==> config.mk <==
export PLATFORM = sky130hd
export DESIGN_NAME = prpi_host_flat
export DESIGN_NICKNAME = d
export VERILOG_FILES = /design/src/rtl/prpi_pkg.sv /design/src/rtl/prpi_if.sv /design/src/rtl/prpi_host.sv /design/src/flat_wrapper.sv
export VERILOG_INCLUDE_DIRS = /design/src /design/src/rtl
export SDC_FILE = /design/constraint.sdc
export NUM_CORES = 1
export LEC_CHECK = 0
export ABC_CLOCK_PERIOD_IN_PS = 11800
export BUFFER_PORTS_ARGS = -buffer_cell sky130_fd_sc_hd__buf_2
export CAP_MARGIN = 20
export CORE_MARGIN = 3
export CORE_UTILIZATION = 62
export DETAILED_ROUTE_END_ITERATION = 6
export PLACE_DENSITY_LB_ADDON = 0.1
export SLEW_MARGIN = 20
export SYNTH_ARGS = -nofsm -noshare
export SYNTH_HDL_FRONTEND = slang
export SYNTH_SLANG_ARGS = --single-unit
==> constraint.sdc <==
create_clock -name CLOCK_I -period 11.8 [get_ports CLOCK_I]
set_clock_uncertainty 0.05 [all_clocks]
set_input_delay 2.36 -clock CLOCK_I [delete_from_list [all_inputs] [get_ports CLOCK_I]]
set_output_delay 2.36 -clock CLOCK_I [all_outputs]
set_load 0.01 [all_outputs]
==> src/rtl/prpi_regs.svh <==
/*
 * Constants of the parallel RGB panel link: frame geometry, video timing
 * and the pixel clock divider.
 * Assumes a 20 MHz system clock on both ends and is included by its bare name.
 */
`ifndef PRPI_REGS_SVH
`define PRPI_REGS_SVH

// ****************************************************************
// frame geometry
// ****************************************************************
`define PRPI_COLOR_BITS    6
`define PRPI_H_ACTIVE      800
`define PRPI_V_ACTIVE      600

// ****************************************************************
// line and frame timing, in pixel clocks and in lines
// ****************************************************************
`define PRPI_H_FRONT       40
`define PRPI_H_SYNC        128
`define PRPI_H_BACK        88
`define PRPI_V_FRONT       1
`define PRPI_V_SYNC        4
`define PRPI_V_BACK        23

// ****************************************************************
// clocks
// ****************************************************************
`define PRPI_SYS_PERIOD_NS  50
`define PRPI_PCLK_TYP_MHZ   40
`define PRPI_PCLK_PERIOD_NS 400
`define PRPI_PCLK_HALF_CYC  (`PRPI_PCLK_PERIOD_NS / (2 * `PRPI_SYS_PERIOD_NS))

`endif
==> src/rtl/prpi_pkg.sv <==
/*
 * Types shared by both ends of the parallel RGB panel link.
 * Assumes prpi_regs.svh sits on the include path.
 */
`include "prpi_regs.svh"

package prpi_pkg;

  typedef logic [`PRPI_COLOR_BITS-1:0] prpi_color_t;
  typedef logic [10:0]                 prpi_coord_t;

  // bit 5 of each channel is the heaviest weight, bit 0 the lightest
  typedef struct packed {
    prpi_color_t red;
    prpi_color_t green;
    prpi_color_t blue;
  } prpi_pixel_s;

  typedef struct packed {
    prpi_pixel_s pix;
    prpi_coord_t x;
    prpi_coord_t y;
    logic        first;
  } prpi_beat_s;

endpackage : prpi_pkg

==> src/rtl/prpi_if.sv <==
/*
 * The parallel RGB link between a display controller and the panel input.
 * Assumes the host end drives every signal; the panel end only listens.
 */
`timescale 1ns/1ns
`default_nettype none
`include "prpi_regs.svh"

interface prpi_if;
  logic                        pixel_sample_clock;
  logic                        line_sync;
  logic                        frame_sync;
  logic                        display_enable_window;
  // red_bits[5] is red_bit5 ... red_bits[0] is red_bit0, likewise green and blue
  logic [`PRPI_COLOR_BITS-1:0] red_bits;
  logic [`PRPI_COLOR_BITS-1:0] green_bits;
  logic [`PRPI_COLOR_BITS-1:0] blue_bits;

  modport host (
    output pixel_sample_clock, line_sync, frame_sync, display_enable_window,
    output red_bits, green_bits, blue_bits
  );
  modport panel (
    input pixel_sample_clock, line_sync, frame_sync, display_enable_window,
    input red_bits, green_bits, blue_bits
  );
endinterface : prpi_if

`default_nettype wire

==> src/rtl/prpi_host.sv <==
/*
 * Host end of the parallel RGB link: divides the system clock into the
 * pixel clock, runs the line and frame timing and sends buffered pixels
 * inside the enable window.
 * Assumes a 20 MHz CLOCK_I and a pixel source that may stall; a panel that
 * samples on the falling pixel clock edge.
 */
`timescale 1ns/1ns
`default_nettype none
`include "prpi_regs.svh"

// Functional notes
// - panel shows 800 columns by 600 lines
// - host sends 18 data bits plus syncs
// - six bits form one sub-pixel brightness
// - bit 5 heaviest, bit 0 lightest
// - host drives pixel clock, one pixel per period
// - pixel clock captures data and enable
// - enable is sampled on falling edge
// - data valid at falling edges while enabled
// - frame sync synchronous to pixel clock
// - line sync synchronous to pixel clock
// - timing follows 800x600 60 Hz standard (line and frame counts kept; the 400 ns pixel clock gives about 3.8 Hz)
// - outputs low while panel power off
module prpi_host #(
  parameter int H_ACTIVE = `PRPI_H_ACTIVE,
  parameter int H_FRONT  = `PRPI_H_FRONT,
  parameter int H_SYNC   = `PRPI_H_SYNC,
  parameter int H_BACK   = `PRPI_H_BACK,
  parameter int V_ACTIVE = `PRPI_V_ACTIVE,
  parameter int V_FRONT  = `PRPI_V_FRONT,
  parameter int V_SYNC   = `PRPI_V_SYNC,
  parameter int V_BACK   = `PRPI_V_BACK,
  parameter int HALF_CYC = `PRPI_PCLK_HALF_CYC
) (
  // system
  input  wire logic                  CLOCK_I,
  input  wire logic                  RST_N_I,
  // pixel stream from the frame source
  input  wire logic                  PIX_VALID_I,
  output logic                       PIX_READY_O,
  input  wire prpi_pkg::prpi_pixel_s PIX_DATA_I,
  // control and status
  input  wire logic                  PANEL_POWER_I,
  output logic                       FRAME_START_O,
  output logic                       UNDERFLOW_O,
  // link to the panel
  prpi_if.host                       LINK
);

  localparam int H_TOTAL = H_ACTIVE + H_FRONT + H_SYNC + H_BACK;
  localparam int V_TOTAL = V_ACTIVE + V_FRONT + V_SYNC + V_BACK;

  // true while cnt lies in [start, start + len)
  function automatic logic in_span(input prpi_pkg::prpi_coord_t cnt, input int start, input int len);
    in_span = (int'(cnt) >= start) && (int'(cnt) < start + len);
  endfunction : in_span

  // ****************************************************************
  // pixel clock divider
  // ****************************************************************
  // 40 MHz is out of reach from 20 MHz; the divider sets a slower but
  // otherwise faithful pixel clock with a 50 % duty cycle
  logic [7:0] div_r;
  logic       pclk_r;
  logic       tick_w;
  logic       rise_w;

  assign tick_w = (div_r == 8'(HALF_CYC - 1));
  assign rise_w = tick_w & ~pclk_r;

  // panel power low parks the divider so the link idles low
  always_ff @(posedge CLOCK_I) begin
    if (!RST_N_I || !PANEL_POWER_I) begin
      div_r  <= 8'h00;
      pclk_r <= 1'b0;
    end else if (tick_w) begin
      div_r  <= 8'h00;
      pclk_r <= ~pclk_r;
    end else begin
      div_r  <= div_r + 8'h01;
    end
  end

  // ****************************************************************
  // line and frame counters
  // ****************************************************************
  prpi_pkg::prpi_coord_t h_r;
  prpi_pkg::prpi_coord_t v_r;
  logic                  active_w;

  assign active_w = (int'(h_r) < H_ACTIVE) && (int'(v_r) < V_ACTIVE);
  // counts move on each pixel clock rise; the link shows the slot of the old count

  always_ff @(posedge CLOCK_I) begin
    if (!RST_N_I || !PANEL_POWER_I) begin
      h_r <= '0;
      v_r <= '0;
    end else if (rise_w) begin
      if (h_r == prpi_pkg::prpi_coord_t'(H_TOTAL - 1)) begin
        h_r <= '0;
        v_r <= (v_r == prpi_pkg::prpi_coord_t'(V_TOTAL - 1)) ? '0 : v_r + 11'h001;
      end else begin
        h_r <= h_r + 11'h001;
      end
    end
  end

  // ****************************************************************
  // two-entry input buffer
  // ****************************************************************
  prpi_pkg::prpi_pixel_s buf_r [2];
  logic [1:0]            cnt_r;
  logic [1:0]            cnt_nxt;
  logic                  need_w;
  logic                  pop_w;
  logic                  push_w;
  logic                  wr_idx_w;

  // pops happen only at the rise that opens an active slot
  assign need_w   = rise_w & active_w;
  assign pop_w    = need_w & (cnt_r != 2'h0);
  assign push_w   = PIX_VALID_I & PIX_READY_O;
  assign wr_idx_w = 1'(cnt_r - {1'b0, pop_w});
  assign cnt_nxt  = cnt_r + {1'b0, push_w} - {1'b0, pop_w};

  always_ff @(posedge CLOCK_I) begin
    if (!RST_N_I) begin
      cnt_r       <= 2'h0;
      PIX_READY_O <= 1'b0;
    end else begin
      cnt_r       <= cnt_nxt;
      PIX_READY_O <= (cnt_nxt != 2'h2);
    end
  end

  // the source sees ready one cycle late, so a slot freed by a pop is
  // offered a cycle later; at one pixel per eight cycles this costs nothing
  always_ff @(posedge CLOCK_I) begin
    if (!RST_N_I) begin
      buf_r[0] <= '0;
      buf_r[1] <= '0;
    end else begin
      if (pop_w) begin
        buf_r[0] <= buf_r[1];
      end
      if (push_w) begin
        buf_r[wr_idx_w] <= PIX_DATA_I;
      end
    end
  end

  // ****************************************************************
  // link outputs
  // ****************************************************************
  // everything changes on the rising pixel clock, half a period before the
  // falling edge at which the panel samples it
  logic                  hs_r;
  logic                  vs_r;
  logic                  de_r;
  prpi_pkg::prpi_pixel_s pix_r;

  always_ff @(posedge CLOCK_I) begin
    if (!RST_N_I || !PANEL_POWER_I) begin
      hs_r <= 1'b0;
      vs_r <= 1'b0;
    end else if (rise_w) begin
      hs_r <= in_span(h_r, H_ACTIVE + H_FRONT, H_SYNC);
      vs_r <= in_span(v_r, V_ACTIVE + V_FRONT, V_SYNC);
    end
  end

  always_ff @(posedge CLOCK_I) begin
    if (!RST_N_I || !PANEL_POWER_I) begin
      de_r  <= 1'b0;
      pix_r <= '0;
    end else if (rise_w) begin
      // an empty buffer leaves the slot blank rather than repeating a pixel
      de_r  <= pop_w;
      pix_r <= pop_w ? buf_r[0] : '0;
    end
  end

  // frame start marks the slot of pixel (0,0); underflow marks an active
  // slot sent blank because the buffer had run dry
  always_ff @(posedge CLOCK_I) begin
    if (!RST_N_I) begin
      FRAME_START_O <= 1'b0;
      UNDERFLOW_O   <= 1'b0;
    end else begin
      FRAME_START_O <= rise_w & (h_r == '0) & (v_r == '0);
      UNDERFLOW_O   <= need_w & (cnt_r == 2'h0);
    end
  end

  assign LINK.pixel_sample_clock    = pclk_r;
  assign LINK.line_sync             = hs_r;
  assign LINK.frame_sync            = vs_r;
  assign LINK.display_enable_window = de_r;
  assign LINK.red_bits              = pix_r.red;
  assign LINK.green_bits            = pix_r.green;
  assign LINK.blue_bits             = pix_r.blue;

endmodule : prpi_host

`default_nettype wire

==> src/flat_wrapper.sv <==
// flat-port wrapper written by rule: the top's interface ports become plain ports
module prpi_host_flat 
#(
  parameter int H_ACTIVE = `PRPI_H_ACTIVE,
  parameter int H_FRONT  = `PRPI_H_FRONT,
  parameter int H_SYNC   = `PRPI_H_SYNC,
  parameter int H_BACK   = `PRPI_H_BACK,
  parameter int V_ACTIVE = `PRPI_V_ACTIVE,
  parameter int V_FRONT  = `PRPI_V_FRONT,
  parameter int V_SYNC   = `PRPI_V_SYNC,
  parameter int V_BACK   = `PRPI_V_BACK,
  parameter int HALF_CYC = `PRPI_PCLK_HALF_CYC
)
  (CLOCK_I, RST_N_I, PIX_VALID_I, PIX_READY_O, PIX_DATA_I, PANEL_POWER_I, FRAME_START_O, UNDERFLOW_O, LINK_pixel_sample_clock, LINK_line_sync, LINK_frame_sync, LINK_display_enable_window, LINK_red_bits, LINK_green_bits, LINK_blue_bits);
  prpi_if LINK_i ();
  input  wire logic CLOCK_I;
  input  wire logic RST_N_I;
  input  wire logic PIX_VALID_I;
  output logic PIX_READY_O;
  input  wire prpi_pkg::prpi_pixel_s PIX_DATA_I;
  input  wire logic PANEL_POWER_I;
  output logic FRAME_START_O;
  output logic UNDERFLOW_O;
  output wire logic [$bits(LINK_i.pixel_sample_clock)-1:0] LINK_pixel_sample_clock;
  output wire logic [$bits(LINK_i.line_sync)-1:0] LINK_line_sync;
  output wire logic [$bits(LINK_i.frame_sync)-1:0] LINK_frame_sync;
  output wire logic [$bits(LINK_i.display_enable_window)-1:0] LINK_display_enable_window;
  output wire logic [$bits(LINK_i.red_bits)-1:0] LINK_red_bits;
  output wire logic [$bits(LINK_i.green_bits)-1:0] LINK_green_bits;
  output wire logic [$bits(LINK_i.blue_bits)-1:0] LINK_blue_bits;
  assign LINK_pixel_sample_clock = LINK_i.pixel_sample_clock;
  assign LINK_line_sync = LINK_i.line_sync;
  assign LINK_frame_sync = LINK_i.frame_sync;
  assign LINK_display_enable_window = LINK_i.display_enable_window;
  assign LINK_red_bits = LINK_i.red_bits;
  assign LINK_green_bits = LINK_i.green_bits;
  assign LINK_blue_bits = LINK_i.blue_bits;
  prpi_host #(.H_ACTIVE(H_ACTIVE), .H_FRONT(H_FRONT), .H_SYNC(H_SYNC), .H_BACK(H_BACK), .V_ACTIVE(V_ACTIVE), .V_FRONT(V_FRONT), .V_SYNC(V_SYNC), .V_BACK(V_BACK), .HALF_CYC(HALF_CYC)) u_core (.CLOCK_I(CLOCK_I), .RST_N_I(RST_N_I), .PIX_VALID_I(PIX_VALID_I), .PIX_READY_O(PIX_READY_O), .PIX_DATA_I(PIX_DATA_I), .PANEL_POWER_I(PANEL_POWER_I), .FRAME_START_O(FRAME_START_O), .UNDERFLOW_O(UNDERFLOW_O), .LINK(LINK_i));
endmodule
# ---- Word level (Yosys, flattened, before mapping)
# Memories as Yosys holds them, arrays and structs flattened.
# Index checks and enable logic that the tools add are counted.
dict set report op_classes {
  n_reduce_logical 13
  addsub 6
  eq_ne 4
  bitwise 9
  order_cmp 6
  div_mod_pow 0
  shift 0
  muxes 14
  mul 0
}
# op n
set op_table {}
lappend op_table {{$mux 18} 3}
lappend op_table {{$lt 11x10->1 const B} 4}
lappend op_table {{$add 11x1->11 const B} 2}
lappend op_table {{$ge 11x10->1 const B} 2}
lappend op_table {{$logic_not 11->1} 2}
lappend op_table {{$mux 11} 2}
lappend op_table {{$reduce_or 18->1} 1}
lappend op_table {{$eq 11x10->1 const B} 1}
lappend op_table {{$eq 11x11->1 const B} 1}
lappend op_table {{$mux 1} 9}
lappend op_table {{$add 8x1->8 const B} 1}
lappend op_table {{$eq 8x2->1 const B} 1}
lappend op_table {{$and 1x1->1} 7}
lappend op_table {{$logic_and 1x1->1} 3}
lappend op_table {{$add 2x1->2} 1}
lappend op_table {{$logic_not 1->1} 2}
lappend op_table {{$logic_not 2->1} 1}
lappend op_table {{$ne 2x2->1 const B} 1}
lappend op_table {{$reduce_and 2->1} 1}
lappend op_table {{$reduce_bool 2->1} 1}
lappend op_table {{$reduce_or 2->1} 1}
lappend op_table {{$sub 2x1->2} 1}
lappend op_table {{$logic_or 1x1->1} 1}
lappend op_table {{$not 1->1} 1}
lappend op_table {{2 further kinds} 2}
dict set report word_totals {
  latchBits 0
  n_memories 1
  rom_bits 0
  ramBits 36
  in_bits 22
  regBits 57
  output_inout_bits 25
  elab_cells 67
}
# name words width read_ports rd_ports_with_merged_regs write_ports line
set mem_list {}
lappend mem_list {u_core.buf_r 2 18 2 0 2 prpi_host.sv:112} ;# prpi_pkg::prpi_pixel_s buf_r [2];

# ---- Longest topological paths before layout
# Gate-level depths: netlist of the first run.
dict set report depth {
  depth_word 8
  ltp_mapped 12
  depth_no_buf 11
}

# ---- Worst setup path before layout of the first run
# OpenSTA, ideal clock, no wires.
dict set report synth_timing {
  kind {in2reg}
  start {input RST_N_I}
  end {memory u_core.buf_r[1][0] (netlist bit) (enable)}
  arrival_ps 3996
  required_time_ps 11332
  n_path_buf 1
  setup_slack_ps 7336
  setup_time_ps 418
  cell_stages 3
  cell_sequence {clkbuf_1 -> nand2_1 -> o21ai_0}
}
# item line
set synth_lines {}
lappend synth_lines {{start, declared} flat_wrapper.sv:17} ;# input wire logic RST_N_I;
lappend synth_lines {{end, declared} prpi_host.sv:112}

==> run_results.csv, run 1 <==
group,metric,value,unit
floorplanning,core_area,0.006386,mm²
synth,post-synth-top-count-cell,"dfxtp_1",
synth,synth_top_area_cell,"dfxtp_1",
place,hpwl,5575,µm
finish,antenna_cells,0,
run,drv_cap,0,
synth,ys_types,48,
route,viasPerCell,5.768,
route,drc,0,
critical_path,rr_worst_depth,10,
synth,ys_ff_latch,93,
worst_hold_path,whs_path_depth,1,
synth,synthCells,413,
clock_network,cts_buffer_depth,2,
worst_hold_path,min_path_type,"reg -> reg",
route,wl_per_cell,15.08,µm
finish,synthToLayoutAreaGrowth,10.90,%
finish,fin_area,0.004582,mm²
timing,slew_headroom,42.52,%
run_status,status,"completed",
timing,worst_pin_slew,859.0,ps
finish,multiInputGateArea,0.001712,mm²
synth,async_flop_share,0,%
synth,yosys_warnings,0,
timing,finalHoldViolCount,0,
timing,setup_viol,0,
route,drt_wl_total,8053,µm
critical_path,cp-end-kind,"flop",
grt,antenna_found_initial,0,
route,num_vias,3080,
clock_network,path_clk_slew,90,ps
synth,avgSynthCellArea,10.00,µm²
finish,nFillCells,470,
clock_network,cts_max_level,3,
grt,grt_overflow,0,
clock_network,cts.sinks,93,
timing,timing.final.crit_period,4622,ps
clock_network,clk_root_buffer_cell,"clkbuf_8",
grt,grt_pass1_wl,13370,µm
finish,nets,483,
critical_path,cp.required,11930,ps
power,p_leak,1.776,nW
critical_path,crit_type,"reg -> reg",
route,drt_iter0_markers,177,
finish,drive_gt1_share,15.54,%
route,antenna_left,0,
floorplanning,initial_utilization,64.69,%
synth,synth_ff_type,"dfxtp_1",
synth,netlist_area,0.004131,mm²
synth,ys_seq_area_share,53.79,%
timing,rsz0062_at_grt,"no",
grt,grt_use_total,22.37,%
critical_path,worstPathArrival,4750,ps
floorplanning,io_pins,47,
grt,grt_pass1_vias,2819,
synth,synth_edf_count,36,
floorplanning,std_cell_rows,29,
synth,synth_fp_nets,444,
finish,fin_util,71.75,%
timing,fmax,216.4,MHz
power,ir_drop,0.08929,mV
synth,synthTopCellsByArea,"dfxtp_1 (28%), edfxtp_1 (26%), a22o_1 (3.8%), nand2_1 (3.8%), o21ai_0 (3.8%)",
clock_network,clk_latency,360,ps
grt,grt_max_degree,21,
power,p_per_area,126.7,mW/mm²
critical_path,startpoint_type,"flop",
route,dr.pass1.iters,4,
clock_network,cts_buffers,9,
timing,setup_tns,0,ps
clock_network,ctsHoldBuffers,0,
floorplanning,die_height,87.63,µm
synth,synth_top_area_share,27.62,%
timing,period_share,39.17,%
critical_path,worstPathMaxFanout,20,
finish,ff_latch_area,0.002222,mm²
clock_network,cts_resized,0,
clock_network,cts_setup_buffers,0,
place,gp_congestion,0.8493,
clock_network,tritoncts,"built",
floorplanning,die_area,0.007679,mm²
place,place_area,0.004373,mm²
floorplanning,die_w,87.63,µm
power,finalPower,580.6,µW
synth,synth_common_cells,"dfxtp_1 (57), nand2_1 (42), edfxtp_1 (36)",
place,io_buffers,46,
timing,drv_slew,0,
kinds of logic (layout without fill, tap and decap cells):
logic type	count (synthesis)	after routing	synth area share, %
xor gates and xnor gates	14	14	2.968
buffers and inverters	47	91	4.845
adders and majority gates	9	9	2.726
and+or+nand+nor	165	165	21.38
muxes	2	2	0.4846
DFF	93	93	53.79
AOI/OAI and AO/OA	83	83	13.81
power breakdown:
part | internal, mW | switching, mW | total [mW]
combinational | 0.00805 | 0.0156 | 0.0236
clock | 0.100 | 0.113 | 0.213
sequential | 0.341 | 0.00289 | 0.344
total | 0.450 | 0.131 | 0.581
final cells by class:
class | instances | share of cell area [%]
Multi-Input combinational cell | 273 | 37.36
Sequential cell | 93 | 48.50
Timing Repair Buffer | 49 | 5.598
Clock buffer | 10 | 2.785
Clock inverter | 6 | 1.529
Inverter | 26 | 2.130
Tap cell | 77 | 2.103
stage by stage:
step	hold WS (ps)	setup slack [ps]	instances
6_report	408.4	7178	534
5_1_grt	428.7	6876	534
4_1_cts	411.5	7193	533
3_5_place_dp	391.3	7229	517
3_3_place_gp	379.5	7325	517
2_1_floorplan	385.8	7336	413
per-layer routing:
metal / track usage [%] / up-vias / routed length (µm)
met4: 7.531 / 0 / 65
li1: - / 1563 / -
met2: 34.79 / 80 / 3833
met5: 0 / - / 0
met1: 30.81 / 1431 / 3748
met3: 5.456 / 6 / 405
worst max-delay path, cell delays in order (launching register included):
cell and delay, ps:
dfxtp_1 400, ha_1 240, or3b_1 530, or3_1 590, a211o_1 370, nor2_1 200
ha_1 300, and4_1 410, or3b_2 550, a2111o_1 520, o21ai_0 300
cells in the final DEF, fill, tap and decap left out, types with 3 or more instances in the layout:
cell       n
dfxtp_1   57
buf_2     46
nand2_1   42
edfxtp_1  36
o21ai_0   29
nor2_1    26
inv_1     26
and2_1    21
a22o_1    18
nand3_1   13
nand4_1   11
a21oi_1    9
ha_1       9
clkbuf_8   9
or3_1      7
nor3_1     7
and3_1     7
nor4_1     7
xnor2_1    7
xor2_1     7
or4_1      6
and4_1     4
o21ai_1    4
o31ai_1    4
a211oi_1   4
a211o_1    3
nor2b_1    3
flip-flops by register name (all words and copies together) (netlist names), 2 cells and up:
signal                  cells
u_core.LINK.blue_bits       6
u_core.buf_r               36
u_core.div_r                8
u_core.h_r                 11
u_core.cnt_r                2
u_core.LINK.red_bits        6
u_core.LINK.green_bits      6
u_core.v_r                 11
worst paths after layout:
path	start	endpoint	slack (ps)
hold reg to reg	u_core.buf_r[0][1]	u_core.LINK.blue_bits[1]	410
hold / removal	u_core.buf_r[0][1]	u_core.LINK.blue_bits[1]	410
setup reg to reg	u_core.div_r[0]	u_core.buf_r[0][10]	7180
setup / recovery	u_core.div_r[0]	u_core.buf_r[0][10]	7180
Power figures use the tool's default switching activity.
==> run 2: changes to the inputs <==
--- a/config.mk
+++ b/config.mk
@@ -6,11 +6,12 @@
 export SDC_FILE = /design/constraint.sdc
 export NUM_CORES = 1
 export LEC_CHECK = 0
-export ABC_CLOCK_PERIOD_IN_PS = 11800
+export ABC_AREA = 1
+export ABC_CLOCK_PERIOD_IN_PS = 4300
 export BUFFER_PORTS_ARGS = -buffer_cell sky130_fd_sc_hd__buf_2
 export CAP_MARGIN = 20
 export CORE_MARGIN = 3
-export CORE_UTILIZATION = 62
+export CORE_UTILIZATION = 59
 export DETAILED_ROUTE_END_ITERATION = 6
 export PLACE_DENSITY_LB_ADDON = 0.1
 export SLEW_MARGIN = 20
==> constraint.sdc (replaced) <==
create_clock -name CLOCK_I -period 4.3 [get_ports CLOCK_I]
set_clock_uncertainty 0.05 [all_clocks]
set_input_delay 0.86 -clock CLOCK_I [delete_from_list [all_inputs] [get_ports CLOCK_I]]
set_output_delay 0.86 -clock CLOCK_I [all_outputs]
set_load 0.01 [all_outputs]
==> run_results.csv, run 2 <==
group,metric,value,unit
run_status,status,"completed",
route,antenna_left,0,
route,viasPerCell,5.363,
worst_hold_path,whs_path_depth,1,
finish,drive_gt1_share,13.91,%
timing,slew_headroom,53.03,%
floorplanning,std_cell_rows,31,
grt,gr-max-usage-layer,"met1",
synth,synth-simple-area-share,33.31,%
timing,finalHoldViolCount,0,
route,wl_per_cell,13.76,µm
synth,ys_types,37,
power,p_per_area,332.4,mW/mm²
floorplanning,initial_utilization,61.61,%
finish,layout_common_cells,"nand2_1 (145), inv_1 (65), nor2_1 (59)",
grt,grt_overflow,0,
route,num_vias,3808,
critical_path,path_buf_inv,3,
place,hpwl,7001,µm
critical_path,rr_worst_depth,15,
floorplanning,io_pins,47,
clock_network,cts_resized,0,
synth,post-synth-top-count-cell,"nand2_1",
critical_path,crit_chain,"ha_1 -> nand2_1 -> nor2_4 -> nand2_2 -> nor2_8 -> nand2_4 -> nor2_8 -> nand2_1 -> inv_1 -> ha_1 -> inv_1 -> nor3_4 -> nor2_2 -> nand2_1 -> buf_4",
finish,fin_area,0.005016,mm²
timing,setup_viol,0,
grt,antenna_found_initial,0,
finish,top_register,"u_core.buf_r",
grt,grt_pass1_wl,16180,µm
route,dr.pass1.iters,5,
timing,fmax,285.6,MHz
critical_path,rrSetupSlack,800,ps
critical_path,cp-end-kind,"flop",
clock_network,cts_setup_buffers,0,
critical_path,r2r_start,"u_core.div_r[0]",
clock_network,cts_max_level,3,
clock_network,cts_buffers,9,
floorplanning,core_area,0.007370,mm²
finish,fin_cells,710,
route,drc,0,
synth,synth_common_cells,"nand2_1 (145), inv_1 (65), nor2_1 (59)",
clock_network,cts.sinks,93,
floorplanning,die_height,93.73,µm
timing,worst_pin_slew,702.8,ps
synth,yosys_warnings,0,
place,dp.cells,694,
synth,ys_ff_latch,93,
worst_hold_path,min_from,"u_core.div_r[0]",
clock_network,cts_buffer_depth,2,
place,gp_congestion,0.9264,
grt,grt_pass1_vias,3375,
floorplanning,die_area,0.008784,mm²
synth,synth_edf_count,36,
critical_path,slowest_stage,"nor3_4",
synth,ys_seq_area_share,48.94,%
critical_path,startpoint_type,"flop",
power,p_leak,2.156,nW
grt,grt_max_degree,39,
floorplanning,die_w,93.73,µm
grt,grt_use_total,23.49,%
timing,setup_tns,0,ps
power,ir_drop,0.2327,mV
finish,synthToLayoutAreaGrowth,10.47,%
critical_path,critical-path-top-delay-family,"simple AND/OR/NAND/NOR gates",
critical_path,cp.required,4310,ps
timing,period_share,81.43,%
clock_network,tritoncts,"built",
synth,synthCells,566,
critical_path,worstPathArrival,3510,ps
finish,nets,637,
grt,use_met3,4.888,%
synth,avgSynthCellArea,8.022,µm²
critical_path,r2r_end,"u_core.buf_r[0][15]",
run,drv_cap,0,
synth,synth_xor_area_share,1.543,%
clock_network,path_clk_slew,90,ps
finish,top_regs,"u_core.buf_r: 36 flops, u_core.h_r: 11 flops, u_core.v_r: 11 flops",
synth,muxShareOfSynthArea,0,%
finish,largest_register_ffs,36,
synth,synth_ff_type,"dfxtp_1",
route,drt_wl_total,9768,µm
synth,synth_fp_nets,597,
synth,synthTopCellsByArea,"dfxtp_1 (25%), edfxtp_1 (24%), nand2_1 (12%), nand4_1 (6.2%), inv_1 (5.4%)",
timing,drv_slew,0,
critical_path,path_common_cell,"nand2_1",
timing,rsz0062_at_grt,"no",
critical_path,worstPathMaxFanout,19,
place,place_area,0.004803,mm²
synth,async_flop_share,0,%
worst_hold_path,hold-path-endpoint,"u_core.div_r[0]",
clock_network,clk_root_buffer_cell,"clkbuf_8",
synth,synth_top_family_by_area,"simple AND/OR/NAND/NOR gates",
synth,synth_top_area_cell,"dfxtp_1",
place,io_buffers,46,
timing,timing.final.crit_period,3501,ps
grt,globalRouteMet2Util,34.48,%
synth,synth_top_area_share,25.13,%
clock_network,clk_latency,370,ps
synth,synth_adder_area_share,2.480,%
worst_hold_path,min_path_type,"reg -> reg",
finish,layout_commonest_cell,"nand2_1",
synth,netlist_area,0.004541,mm²
critical_path,cp_slowest_stage_delay,560,ps
clock_network,ctsHoldBuffers,0,
finish,antenna_cells,0,
grt,gr-usage-met1,35.09,%
synth,synth_compound_area_share,5.594,%
critical_path,crit_type,"reg -> reg",
route,drt_iter0_markers,284,
[run 2: changes by cell type after synthesis, sizes merged, moves of 18 or more]
cell / previous run / this run
a22o: 18 / 0
nand2: 42 / 148
inv: 26 / 67
and2: 21 / 0
o21ai: 33 / 11
nor2: 27 / 66
nand4: 11 / 46
a21oi: 9 / 37
[run 2: layer usage]
metal  wire [µm]  vias to the layer above
met3         722                       10
met5           0                        -
met1        4512                     1715
met4         102                        0
met2        4431                      134
li1            -                     1949
[run 2: area by class of cell]
class	count	area [µm²]
fillers	659	2354
flip-flops and latches	93	2222
multi-input cells	385	1949
inverters	68	255.2
repair buffers	49	252.7
clock buffers	10	148.9
well taps	99	123.9
clock inverters	6	63.81
[run 2: cell families after synthesis]
logic type      Yosys count
fa+ha+maj                 9
buf+inv                  88
xor+xnor                  8
compound gates           50
simple gates            318
flops                    93
[run 2: how the worst max path moves through the flow]
| stage | startpoint | to | slack [ps] | cells after the start |
|---|---|---|---|---|
| floorplan | u_core.div_r[0] | u_core.buf_r[1][0] | 1250 | 14 |
| global placement | u_core.div_r[0] | u_core.buf_r[0][8] | 950 | 15 |
| detailed placement | u_core.div_r[0] | u_core.buf_r[0][8] | 830 | 15 |
| CTS | u_core.div_r[0] | u_core.buf_r[0][15] | 800 | 15 |
| global route | u_core.div_r[0] | u_core.buf_r[0][12] | 440 | 15 |
| finish | u_core.div_r[0] | u_core.buf_r[0][15] | 800 | 15 |
[run 2: power breakdown]
| part | internal [mW] | leakage, nW | total, mW | switching (mW) |
|---|---|---|---|---|
| sequential | 0.947 | 0.835 | 0.959 | 0.0115 |
| combinational | 0.0271 | 1.22 | 0.110 | 0.0833 |
| clock | 0.260 | 0.104 | 0.598 | 0.338 |
[run 2: per-stage QoR]
step | worst slack [ps] | hold slack (ps) | power, mW | utilization [%]
floorplan | 1254 | 367.5 | 1.057 | -
global placement | 948.0 | 381.0 | 1.085 | 65.18
detailed placement | 827.6 | 388.2 | 1.088 | 65.18
CTS | 800.4 | 407.5 | 1.682 | 68.06
global route | 440.5 | 436.7 | 1.736 | 68.06
finish | 798.5 | 401.3 | 1.667 | 68.06
